[src/rtl/tkp_cfg.svh]
// Constants of the timekeeper three-wire port: command fields, register map and reset values.
// Assumes inclusion by bare name from the port and buffer files.
`ifndef TKP_CFG_SVH
`define TKP_CFG_SVH

// ****************************************************************
// Command byte layout
// ****************************************************************
`define TKP_CMD_BITS 8
`define TKP_DIR_BIT 0
`define TKP_ADDR_LSB 1
`define TKP_ADDR_MSB 3
`define TKP_BURST_CODE 7'h5F
`define TKP_TEST_CODE 4'h9

// ****************************************************************
// Register map and reset values
// ****************************************************************
`define TKP_NUM_REGS 8
`define TKP_HALT_REG 3'h0
`define TKP_HALT_BIT 7
`define TKP_LOCK_REG 3'h7
`define TKP_LOCK_BIT 7
`define TKP_REG_RST 8'h00
`define TKP_WORD_W 11

`endif

[src/rtl/tkp_pkg.sv]
// Types used by the timekeeper three-wire port; its write buffer uses none of them.
// Assumes the configuration header is compiled alongside.
package tkp_pkg;

    // ****************************************************************
    // Transfer phases
    // ****************************************************************
    typedef enum logic [1:0] {
        TKP_CMD = 2'b00,
        TKP_WRITE = 2'b01,
        TKP_READ = 2'b10,
        TKP_DONE = 2'b11
    } tkp_phase_e;

endpackage : tkp_pkg

[src/rtl/tkp_buf.sv]
// Two-entry buffer with valid and ready on both sides.
// Assumes one clock and a synchronous active-low reset.
`timescale 1ns/1ps
`include "tkp_cfg.svh"

module tkp_buf #(
    parameter int W = `TKP_WORD_W
) (
    input wire logic sys_clk,
    input wire logic rstn,
    input wire logic in_valid,
    output logic in_ready,
    input wire logic [W-1:0] in_data,
    output logic out_valid,
    input wire logic out_ready,
    output logic [W-1:0] out_data
);

    if (W < 1) begin : g_bad_width
        $error("tkp_buf: width must be at least one bit.");
    end

    typedef struct packed {
        logic [1:0][W-1:0] mem;
        logic wr_ptr;
        logic rd_ptr;
        logic [1:0] count;
    } tkp_buf_s;

    tkp_buf_s st_ff;
    tkp_buf_s nxt_st;
    logic push;
    logic pop;

    // Full and empty come straight from the fill count, so neither side is misled.
    assign in_ready = (st_ff.count != 2'h2);
    assign out_valid = (st_ff.count != 2'h0);
    assign out_data = st_ff.mem[st_ff.rd_ptr];
    assign push = in_valid && in_ready;
    assign pop = out_valid && out_ready;

    // Pointers advance on each accepted push and pop; the count steps only when one of them happens alone.
    always_comb begin
        nxt_st = st_ff;
        if (push) begin
            nxt_st.mem[st_ff.wr_ptr] = in_data;
            nxt_st.wr_ptr = ~st_ff.wr_ptr;
        end
        if (pop) begin
            nxt_st.rd_ptr = ~st_ff.rd_ptr;
        end
        if (push && !pop) begin
            nxt_st.count = st_ff.count + 2'h1;
        end else if (pop && !push) begin
            nxt_st.count = st_ff.count - 2'h1;
        end
    end

    // State register.
    always_ff @(posedge sys_clk) begin
        if (!rstn) begin
            st_ff <= '0;
        end else begin
            st_ff <= nxt_st;
        end
    end

endmodule : tkp_buf

[src/rtl/tkp_port.sv]
// Three-wire serial access port of a clock/calendar timekeeper, with its register array.
// Assumes the three link pins arrive asynchronously and the shift clock is far slower
// than sys_clk; the timekeeping core takes buffered writes and may load registers itself.
`timescale 1ns/1ps
`include "tkp_cfg.svh"

module tkp_port #(
    parameter int NREGS = `TKP_NUM_REGS
) (
    input wire logic sys_clk,
    input wire logic rstn,
    input wire logic transfer_enable,
    input wire logic sclk,
    input wire logic sio_in,
    output logic sio_out,
    output logic sio_oe,
    output logic [10:0] upd_data,
    output logic upd_valid,
    input wire logic upd_ready,
    output logic upd_overrun,
    input wire logic core_load,
    input wire logic [2:0] core_addr,
    input wire logic [7:0] core_data,
    output logic oscillator_halt_bit,
    output logic write_lock
);

    // ****************************************************************
    // Elaboration checks
    // ****************************************************************
    if (NREGS != 8) begin : g_bad_regs
        $error("tkp_port: the three-bit register select serves exactly eight registers.");
    end

    // ****************************************************************
    // State
    // ****************************************************************
    typedef struct packed {
        logic [2:0] te_sync;
        logic [2:0] clk_sync;
        logic [1:0] din_sync;
        tkp_pkg::tkp_phase_e phase;
        logic [7:0] shift;
        logic [2:0] bit_cnt;
        logic [2:0] byte_idx;
        logic burst;
        logic [2:0] reg_sel;
        logic dout;
        logic oe;
        logic push;
        logic [10:0] word;
        logic overrun;
        logic [7:0][7:0] regs;
    } tkp_port_s;

    tkp_port_s st_ff;
    tkp_port_s nxt_st;
    logic te;
    logic rise;
    logic fall;
    logic din;
    logic [7:0] full_byte;
    logic lock;
    logic buf_ready;
    logic [10:0] pop_word;
    logic pop;

    // ****************************************************************
    // Pin sampling
    // ****************************************************************
    // Stage zero of each synchroniser feeds only stage one; edges are found between
    // stages one and two, so a metastable sample never reaches the decode.
    assign te = st_ff.te_sync[1];
    assign din = st_ff.din_sync[1];
    assign rise = st_ff.clk_sync[1] && !st_ff.clk_sync[2];
    assign fall = !st_ff.clk_sync[1] && st_ff.clk_sync[2];
    assign full_byte = {din, st_ff.shift[7:1]};
    assign lock = st_ff.regs[`TKP_LOCK_REG][`TKP_LOCK_BIT];
    assign pop = upd_valid && upd_ready;

    // ****************************************************************
    // Outputs
    // ****************************************************************
    assign sio_out = st_ff.dout;
    assign sio_oe = st_ff.oe;
    assign upd_data = pop_word;
    assign upd_overrun = st_ff.overrun;
    assign oscillator_halt_bit = st_ff.regs[`TKP_HALT_REG][`TKP_HALT_BIT];
    assign write_lock = lock;

    // Write words queue here so the core may stall for up to two words; a further byte is lost and flagged as an overrun.
    tkp_buf #(
        .W(`TKP_WORD_W)
    ) u_buf (
        .sys_clk(sys_clk),
        .rstn(rstn),
        .in_valid(st_ff.push),
        .in_ready(buf_ready),
        .in_data(st_ff.word),
        .out_valid(upd_valid),
        .out_ready(upd_ready),
        .out_data(pop_word)
    );

    // ****************************************************************
    // Next-state logic
    // ****************************************************************
    // One process covers sampling, command decode, the data shifter and the array.
    always_comb begin
        nxt_st = st_ff;
        nxt_st.te_sync = {st_ff.te_sync[1:0], transfer_enable};
        nxt_st.clk_sync = {st_ff.clk_sync[1:0], sclk};
        nxt_st.din_sync = {st_ff.din_sync[0], sio_in};
        nxt_st.push = 1'b0;
        nxt_st.overrun = 1'b0;

        // A refused push shows as a one-cycle overrun pulse.
        if (st_ff.push && !buf_ready) begin
            nxt_st.overrun = 1'b1;
        end

        // Core loads first, so a drained serial write to the same register wins.
        if (core_load) begin
            nxt_st.regs[core_addr] = core_data;
        end
        if (pop) begin
            nxt_st.regs[pop_word[10:8]] = pop_word[7:0];
        end

        if (!te) begin
            nxt_st.phase = tkp_pkg::TKP_CMD;
            nxt_st.bit_cnt = 3'h0;
            nxt_st.byte_idx = 3'h0;
            nxt_st.burst = 1'b0;
            nxt_st.oe = 1'b0;
        end else begin
            case (st_ff.phase)
                tkp_pkg::TKP_CMD: begin
                    if (rise) begin
                        nxt_st.shift = full_byte;
                        nxt_st.bit_cnt = st_ff.bit_cnt + 3'h1;
                        if (st_ff.bit_cnt == 3'h7) begin
                            // Eighth bit completes the command byte.
                            nxt_st.bit_cnt = 3'h0;
                            if (full_byte[7:4] == `TKP_TEST_CODE && full_byte[`TKP_DIR_BIT]) begin
                                // Test read commands are not served; the rest of the transfer is ignored until transfer_enable drops.
                                nxt_st.phase = tkp_pkg::TKP_DONE;
                            end else begin
                                nxt_st.burst = (full_byte[7:1] == `TKP_BURST_CODE);
                                nxt_st.reg_sel = (full_byte[7:1] == `TKP_BURST_CODE)
                                    ? 3'h0 : full_byte[`TKP_ADDR_MSB:`TKP_ADDR_LSB];
                                nxt_st.phase = full_byte[`TKP_DIR_BIT]
                                    ? tkp_pkg::TKP_READ : tkp_pkg::TKP_WRITE;
                            end
                        end
                    end
                end
                tkp_pkg::TKP_WRITE: begin
                    if (rise) begin
                        nxt_st.shift = full_byte;
                        nxt_st.bit_cnt = st_ff.bit_cnt + 3'h1;
                        if (st_ff.bit_cnt == 3'h7) begin
                            nxt_st.word = {st_ff.reg_sel, full_byte};
                            // Locked writes are dropped except to the lock register itself,
                            // which a burst never touches.
                            nxt_st.push = (!lock || (!st_ff.burst
                                && st_ff.reg_sel == `TKP_LOCK_REG))
                                && !(st_ff.burst && st_ff.reg_sel == `TKP_LOCK_REG);
                            nxt_st.reg_sel = st_ff.reg_sel + 3'h1;
                            nxt_st.byte_idx = st_ff.byte_idx + 3'h1;
                            if (!st_ff.burst || st_ff.byte_idx == 3'h7) begin
                                nxt_st.phase = tkp_pkg::TKP_DONE;
                            end
                        end
                    end
                end
                tkp_pkg::TKP_READ: begin
                    if (fall) begin
                        // Drive the next bit, lowest first; a byte end moves to the
                        // next register in burst or repeats the same one otherwise.
                        nxt_st.dout = st_ff.regs[st_ff.reg_sel][st_ff.bit_cnt];
                        nxt_st.oe = 1'b1;
                        nxt_st.bit_cnt = st_ff.bit_cnt + 3'h1;
                        if (st_ff.bit_cnt == 3'h7 && st_ff.burst) begin
                            nxt_st.reg_sel = st_ff.reg_sel + 3'h1;
                        end
                    end
                end
                tkp_pkg::TKP_DONE: begin
                    // Further clocks are ignored until the enable drops.
                    nxt_st.phase = tkp_pkg::TKP_DONE;
                end
                default: begin
                    nxt_st.phase = tkp_pkg::TKP_DONE;
                end
            endcase
        end
    end

    // ****************************************************************
    // State register
    // ****************************************************************
    // Registers reset to a known value so the lock starts open and the halt bit clear.
    always_ff @(posedge sys_clk) begin
        if (!rstn) begin
            st_ff <= '0;
            st_ff.phase <= tkp_pkg::TKP_CMD;
            st_ff.regs <= {NREGS{`TKP_REG_RST}};
        end else begin
            st_ff <= nxt_st;
        end
    end

endmodule : tkp_port

[config.mk]
export PLATFORM = sky130hd
export DESIGN_NAME = tkp_port
export DESIGN_NICKNAME = d
export VERILOG_FILES = /design/src/rtl/tkp_pkg.sv /design/src/rtl/tkp_buf.sv /design/src/rtl/tkp_port.sv
export VERILOG_INCLUDE_DIRS = /design/src /design/src/rtl
export SDC_FILE = /design/constraint.sdc
export NUM_CORES = 1
export LEC_CHECK = 0
export ABC_AREA = 1
export ABC_CLOCK_PERIOD_IN_PS = 4700
export BUFFER_PORTS_ARGS = -buffer_cell sky130_fd_sc_hd__clkbuf_2
export CORE_ASPECT_RATIO = 0.5
export CORE_UTILIZATION = 55
export DETAILED_ROUTE_END_ITERATION = 16
export PLACE_DENSITY_LB_ADDON = 0.25
export SLEW_MARGIN = 0
export SYNTH_ARGS = -nofsm -noshare
export SYNTH_HDL_FRONTEND = slang
export SYNTH_SLANG_ARGS = --single-unit
[constraint.sdc]
create_clock -name sys_clk -period 4.7 [get_ports sys_clk]
set_input_delay 0.94 -clock sys_clk [delete_from_list [all_inputs] [get_ports sys_clk]]
set_output_delay 0.94 -clock sys_clk [all_outputs]
set_load 0.1 [all_outputs]
==> results.cfg, run 1 <==
[run_status]
run_status = completed

[route]
detail_route.wl_per_cell_um = 17.92
avgViaCountPerCell = 5.843
drt-initial-drc-count = 987
ant_nets = 0
remaining_drc_errors = 0
dr.pass1.iters = 8
drt-total-wl_mm = 19.65
vias = 6410

[timing]
setup_ws_ns = 1.307
finalCriticalPeriod_ns = 3.393
tns_ns = 0
setup_viol = 0
rsz0062_at_grt = no
tightest_slew_ns = 1.392
fmax_mhz = 294.7
slew_viol_final = 0
fin_crit_sh_pct = 72.20
slew_headroom_pct = 6.722
hold_violations = 0
clock-skew-final_ns = 0.008360

[floorplan]
boundaryPins = 35
core_area_mm2 = 0.01122
fp.dieW_um = 155.3
die_y_um = 78.63
die_area_mm2 = 0.01221
start_util_pct = 57.59
rows = 27

[global_routing]
grt_pass1_vias = 5694
grt_max_degree = 49
grt_pass1_wl_mm = 30.92
grtUsageTotal_pct = 33.61
antenna_found_initial = 0
grt_remaining_overflow = 0

[worst_setup_path]
startpoint = u_buf.st_ff[2]$_SDFFE_PN0P_
r2r_setup_slack_ns = 2.05
reg2reg_from = u_buf.st_ff[2]$_SDFFE_PN0P_
worstSetupStartpointType = flop
crit_arrival_ns = 2.45
cp_max_fo = 23
required_ns = 3.76
reg2reg_to = st_ff[51]$_SDFF_PN0_
crit_type = reg -> out
worst_setup_path_end_kind = primary output
rr_worst_depth = 9

[hold_path]
whs_path_depth = 2
whs_endpoint = din$_SDFF_PN0_
hold_path_startpoint = nxt_st[100]$_SDFF_PN0_
hp-class = reg -> reg

[cts]
holdBufCountCts = 0
clkSlewWorstSetupHoldPaths_ns = 0.06
cts_sinks = 131
cts_resized = 0
post_cts_buffers = 0
root_buffer = clkbuf_16
numCtsBuffers = 17
cts_tree = yes
clk_latency_ns = 0.43
clk_path_buf_depth = 2
htreeDepth = 4

[finish]
multi_input_comb_area_mm2 = 0.003286
fin_cells = 1097
fin_area_mm2 = 0.007302
final_nets = 957
area.sequential_mm2 = 0.002623
drive_gt1_share_pct = 11.30
antenna_cells = 0
nFillCells = 1024
syn_to_final_growth_pct = 13.06

[synthesis]
yosysUniqueCellTypes = 31
seq_area_frac_synth_pct = 40.60
synth_nets = 941
syn_inst = 910
syn_area_mm2 = 0.006459
avgSynthCellArea_um2 = 7.097
ys_warn_count = 0
ys_ff_latch = 131

[run]
drv_cap = 0

[pwr]
total_power_mw = 2.828
p_per_area_mw_per_mm2 = 387.3
ir_worst_vdd_uv = 197.9
leakagePower_nw = 3.055

[place]
dp_hpwl_mm = 12.84
place_area_mm2 = 0.006678
gp_congestion = 0.9513
dp_cells = 1066
place.port_buffers = 34
pre_cts_ws_ns = 1.788
-- synth_stat cells (all sizes together) --
cell | n | area [um2]
a211oi | 60 | 450.4
a21oi | 62 | 310.3
buf | 12 | 71.31
dfxtp | 131 | 2623
a2111oi | 1 | 8.760
nor3 | 5 | 30.03
clkbuf | 29 | 108.9
o21a | 1 | 7.510
o21ai | 125 | 666.9
nand2 | 125 | 471.7
nor2 | 174 | 783.3
nand3 | 70 | 350.3
clkinv | 3 | 11.26
o211ai | 1 | 7.510
xor2 | 1 | 8.760
nor4 | 1 | 6.260
inv | 93 | 359.1
nand3b | 2 | 15.01
nand4 | 1 | 6.260
ha | 13 | 162.7
-- how the worst max path moves through the flow --
| stage | to | cells past startpoint |
|---|---|---|
| finish | upd_data[6] | 3 |
| global route | upd_data[0] | 3 |
| CTS | upd_data[6] | 3 |
| detailed placement | upd_data[0] | 3 |
| global placement | upd_data[0] | 3 |
| floorplan | upd_data[6] | 3 |
-- layer usage --
metal / wire [um] / vias to the layer above / share of wire [%] / track usage, %
li1: - / 3073 / - / -
met5: 0 / - / 0 / 4.329
met4: 470 / 0 / 2.4 / 11.27
met1: 8528 / 2937 / 43 / 47.20
met3: 2579 / 46 / 13 / 10.66
met2: 8075 / 354 / 41 / 47.93
-- critical path, stage by stage, from the launching register on --
cell and delay (ns):
dfxtp_1 1.07, nand2_1 0.18, o21ai_2 0.23, clkbuf_2 0.54
-- power by group --
part / switching (mW) / internal, mW
registers: 0.0265 / 1.14
clock network: 0.512 / 0.903
logic: 0.180 / 0.0674
total: 0.719 / 2.11
-- stage by stage --
stage	util, %	hold WS [ns]
2_1_floorplan	-	0.3905
3_3_place_gp	59.54	0.3924
3_5_place_dp	59.54	0.3969
4_1_cts	65.10	0.4107
5_1_grt	65.10	0.4232
6_report	65.10	0.4116
-- registers in the layout, summed over array words and instances (netlist names) --
name and count:
st_ff 87, u_buf.st_ff 26, full_byte 7, nxt_st 5
din 1, oscillator_halt_bit 1, sio_oe 1, sio_out 1
upd_overrun 1, write_lock 1
-- cells in the final DEF (no fill, tap or decap), types with 2 or more instances in the layout --
master      Yosys  final
clkinvlp_4      0      3
clkbuf_16       0     17
clkbuf_2        0     33
a21oi_1        62     62
dfxtp_1       131    131
bufinv_16       0      4
ha_1           13     13
buf_4           0      4
inv_1          78     78
inv_4           4      4
nor2_4          4      4
a211oi_1       60     60
inv_6           0      2
o21ai_0        74     74
nand3b_1        2      2
o21ai_1        40     40
nor3_1          4      4
o21ai_2        11     11
inv_2          11     11
nor2_1        163    163
clkinv_4        0      2
nor2_8          6      6
nand2_1       124    124
nand3_1        70     70
clkinv_1        3      3
clkbuf_1       29      2
-- final cells by class --
class	instances	share of cell area (%)
multi-input combinational	642	45.00
tap	159	2.724
clock inverter	11	2.433
clock buffer	20	6.117
inverter	96	5.072
timing repair buffer	38	2.742
sequential	131	35.92
-- cell families (layout without fill, tap and decap cells) --
kind of cell	count (synthesis)	in the layout	synth area share, %
AOI/OAI and AO/OA	250	250	22.47
and+or+nand+nor	378	378	25.75
xor gates and xnor gates	1	1	0.1356
adders and majority gates	13	13	2.518
DFF	131	131	40.60
buffers and inverters	137	165	8.524
No activity file was read; power rests on OpenSTA's default activity.
==> run 2: changes to the inputs <==
ABC_AREA = 0   (was 1)
ABC_CLOCK_PERIOD_IN_PS = 2800   (was 4700)
clock period = 2.8 ns   (was 4.7 ns; I/O delays follow)
==> run 2 against run 1 <==
Setup slack lost 1.2 ns. Count of clock-buffer cells in the layout is the same. Synthesized cell count shrank 19%. Total power grew 52%. Clock power grew 56%. Utilization grew 0.14 points. Area after synthesis grew 3.5%. Combinational power shrank 31%. Register-to-register slack lost 1.6 ns. Non-clock buffer count grew 25. Largest power group unchanged.
==> results.cfg, run 2 <==
[route]
remaining_drc_errors = 0
avgViaCountPerCell = 5.730
detail_route.wl_per_cell_um = 18.49
drt-initial-drc-count = 483
drt-total-wl_mm = 17.62
dr.pass1.iters = 5
vias = 5461
ant_nets = 0

[global_routing]
antenna_found_initial = 0
grt_busiest_layer = met2
grt_use_met3_pct = 8.035
grtUsageTotal_pct = 28.73
met2_usage_pct = 42.51
grt_pass1_wl_mm = 26.85
grt_max_degree = 122
grt_remaining_overflow = 0
grt_use_met1_pct = 38.82
grt_pass1_vias = 5008

[finish]
mostFrequentLayoutCells = nand2_1, dfxtp_1, mux2i_1
largest_register_ffs = 87
final_nets = 807
antenna_cells = 0
top_register = st_ff
final_core_util_pct = 65.25
drive_gt1_share_pct = 12.94
syn_to_final_growth_pct = 15.62
layout.cells.most_common = nand2_1

[floorplan]
die_y_um = 79.95
start_util_pct = 56.43
core_area_mm2 = 0.01184
boundaryPins = 35
fp.dieW_um = 157.9
rows = 28
die_area_mm2 = 0.01262

[cts]
cts_resized = 0
clk_path_buf_depth = 2
root_buffer = clkbuf_16
numCtsBuffers = 17
holdBufCountCts = 0
cts_sinks = 131
htreeDepth = 4
post_cts_buffers = 0
clk_latency_ns = 0.42
clkSlewWorstSetupHoldPaths_ns = 0.06
cts_tree = yes

[synthesis]
yosys-top-cells-count = nand2_1, dfxtp_1, mux2i_1
synth_nets = 765
async_reset_ff_share_pct = 0
synth_top_cell_by_area = dfxtp_1
syn_inst = 734
yosysUniqueCellTypes = 53
yosys.cell_count.top_type = nand2_1
syn_area_mm2 = 0.006683
ys_ff_latch = 131
seq_area_frac_synth_pct = 39.24
synthFlopType = dfxtp_1
ys_warn_count = 0
avgSynthCellArea_um2 = 9.104
synth_top_area_share_pct = 39.24
synth_edf_count = 0
synth.area.top_cells = dfxtp_1, mux2i_1, nand2_1, and3_1, nor2b_1

[run_status]
run_status = completed

[pwr]
leakagePower_nw = 3.786
ir_worst_vdd_uv = 384.9
p_per_area_mw_per_mm2 = 556.4

[timing]
setup_viol = 0
fin_crit_sh_pct = 96.70
finalCriticalPeriod_ns = 2.708
fmax_mhz = 369.3
clock-skew-final_ns = 0.009631
tns_ns = 0
slew_headroom_pct = 49.92
slew_viol_final = 0
tightest_slew_ns = 0.7485
rsz0062_at_grt = no
hold_violations = 0

[worst_setup_path]
path_cells = mux2i_1 -> inv_1 -> clkbuf_2
cpPeakStageDelay_ns = 0.58
cp_max_fo = 8
worstSetupStartpointType = flop
required_ns = 2.24
crit_type = reg -> out
slowest_stage = dfxtp_1
crit_arrival_ns = 2.15
worst_setup_path_end_kind = primary output

[place]
dp_hpwl_mm = 11.59
gp_congestion = 0.9142
place.port_buffers = 34

[hold_path]
hp-class = in -> reg

[run]
drv_cap = 0
## run 2: final timing paths
| check | slack, ns | end | cells past startpoint | start |
|---|---|---|---|---|
| hold reg to reg | 0.44 | upd_overrun$_SDFF_PN0_ | 2 | st_ff[76]$_SDFF_PN0_ |
| hold / removal | 0.36 | nxt_st[105]$_SDFF_PN0_ | 2 | transfer_enable |
| setup reg to reg | 0.41 | st_ff[79]$_SDFFE_PN0P_ | 6 | st_ff[87]$_SDFFE_PN0P_ |
| setup / recovery | 0.09 | upd_data[10] | 3 | u_buf.st_ff[2]$_SDFFE_PN0P_ |
## run 2: report_power, final
group / switching (mW) / total, mW / internal (mW)
clock network: 0.815 / 2.22 / 1.41
logic: 0.0952 / 0.171 / 0.0755
registers: 0.0151 / 1.90 / 1.89
## run 2: kinds of logic (layout without fill, tap and decap cells)
logic type / after synthesis / after routing / synth area share [%]
adder cells (fa/ha/maj): 13 / 13 / 2.434
AND/OR/NAND/NOR: 345 / 345 / 25.71
AO/OA/AOI/OAI: 44 / 44 / 4.906
XOR/XNOR: 5 / 5 / 0.6554
buffers and inverters: 60 / 114 / 3.801
flip-flops: 131 / 131 / 39.24
multiplexers: 136 / 136 / 23.25
## run 2: stage by stage
step | worst slack (ns) | hold WS [ns] | power [mW] | area, um2 | instances
floorplan | 0.6037 | 0.4059 | 2.062 | 6683 | 734
global placement | 0.5335 | 0.4211 | 2.108 | 7143 | 922
detailed placement | 0.4614 | 0.4308 | 2.111 | 7143 | 922
CTS | 0.1167 | 0.3527 | 4.315 | 7726 | 953
global route | 0.04983 | 0.3621 | 4.421 | 7726 | 953
finish | 0.09241 | 0.3622 | 4.299 | 7726 | 953
## run 2: worst max-delay path: cells and delay by family, from the launching register on
family	cells	cell delay, ns
buffers and inverters	2	0.63
DFF	1	0.58
muxes	1	0.53
## run 2: layer usage
| metal | routed length, um | up-vias |
|---|---|---|
| li1 | - | 2618 |
| met4 | 431 | 0 |
| met1 | 8205 | 2570 |
| met2 | 7467 | 240 |
| met5 | 0 | - |
| met3 | 1513 | 33 |
## run 2: final cells by class
type	count	area, um2
flip-flops and latches	131	2623
well taps	165	206.4
fillers	989	4115
clock inverters	11	136.4
multi-input cells	543	3806
clock buffers	20	446.7
inverters	20	75.07
repair buffers	63	432.9
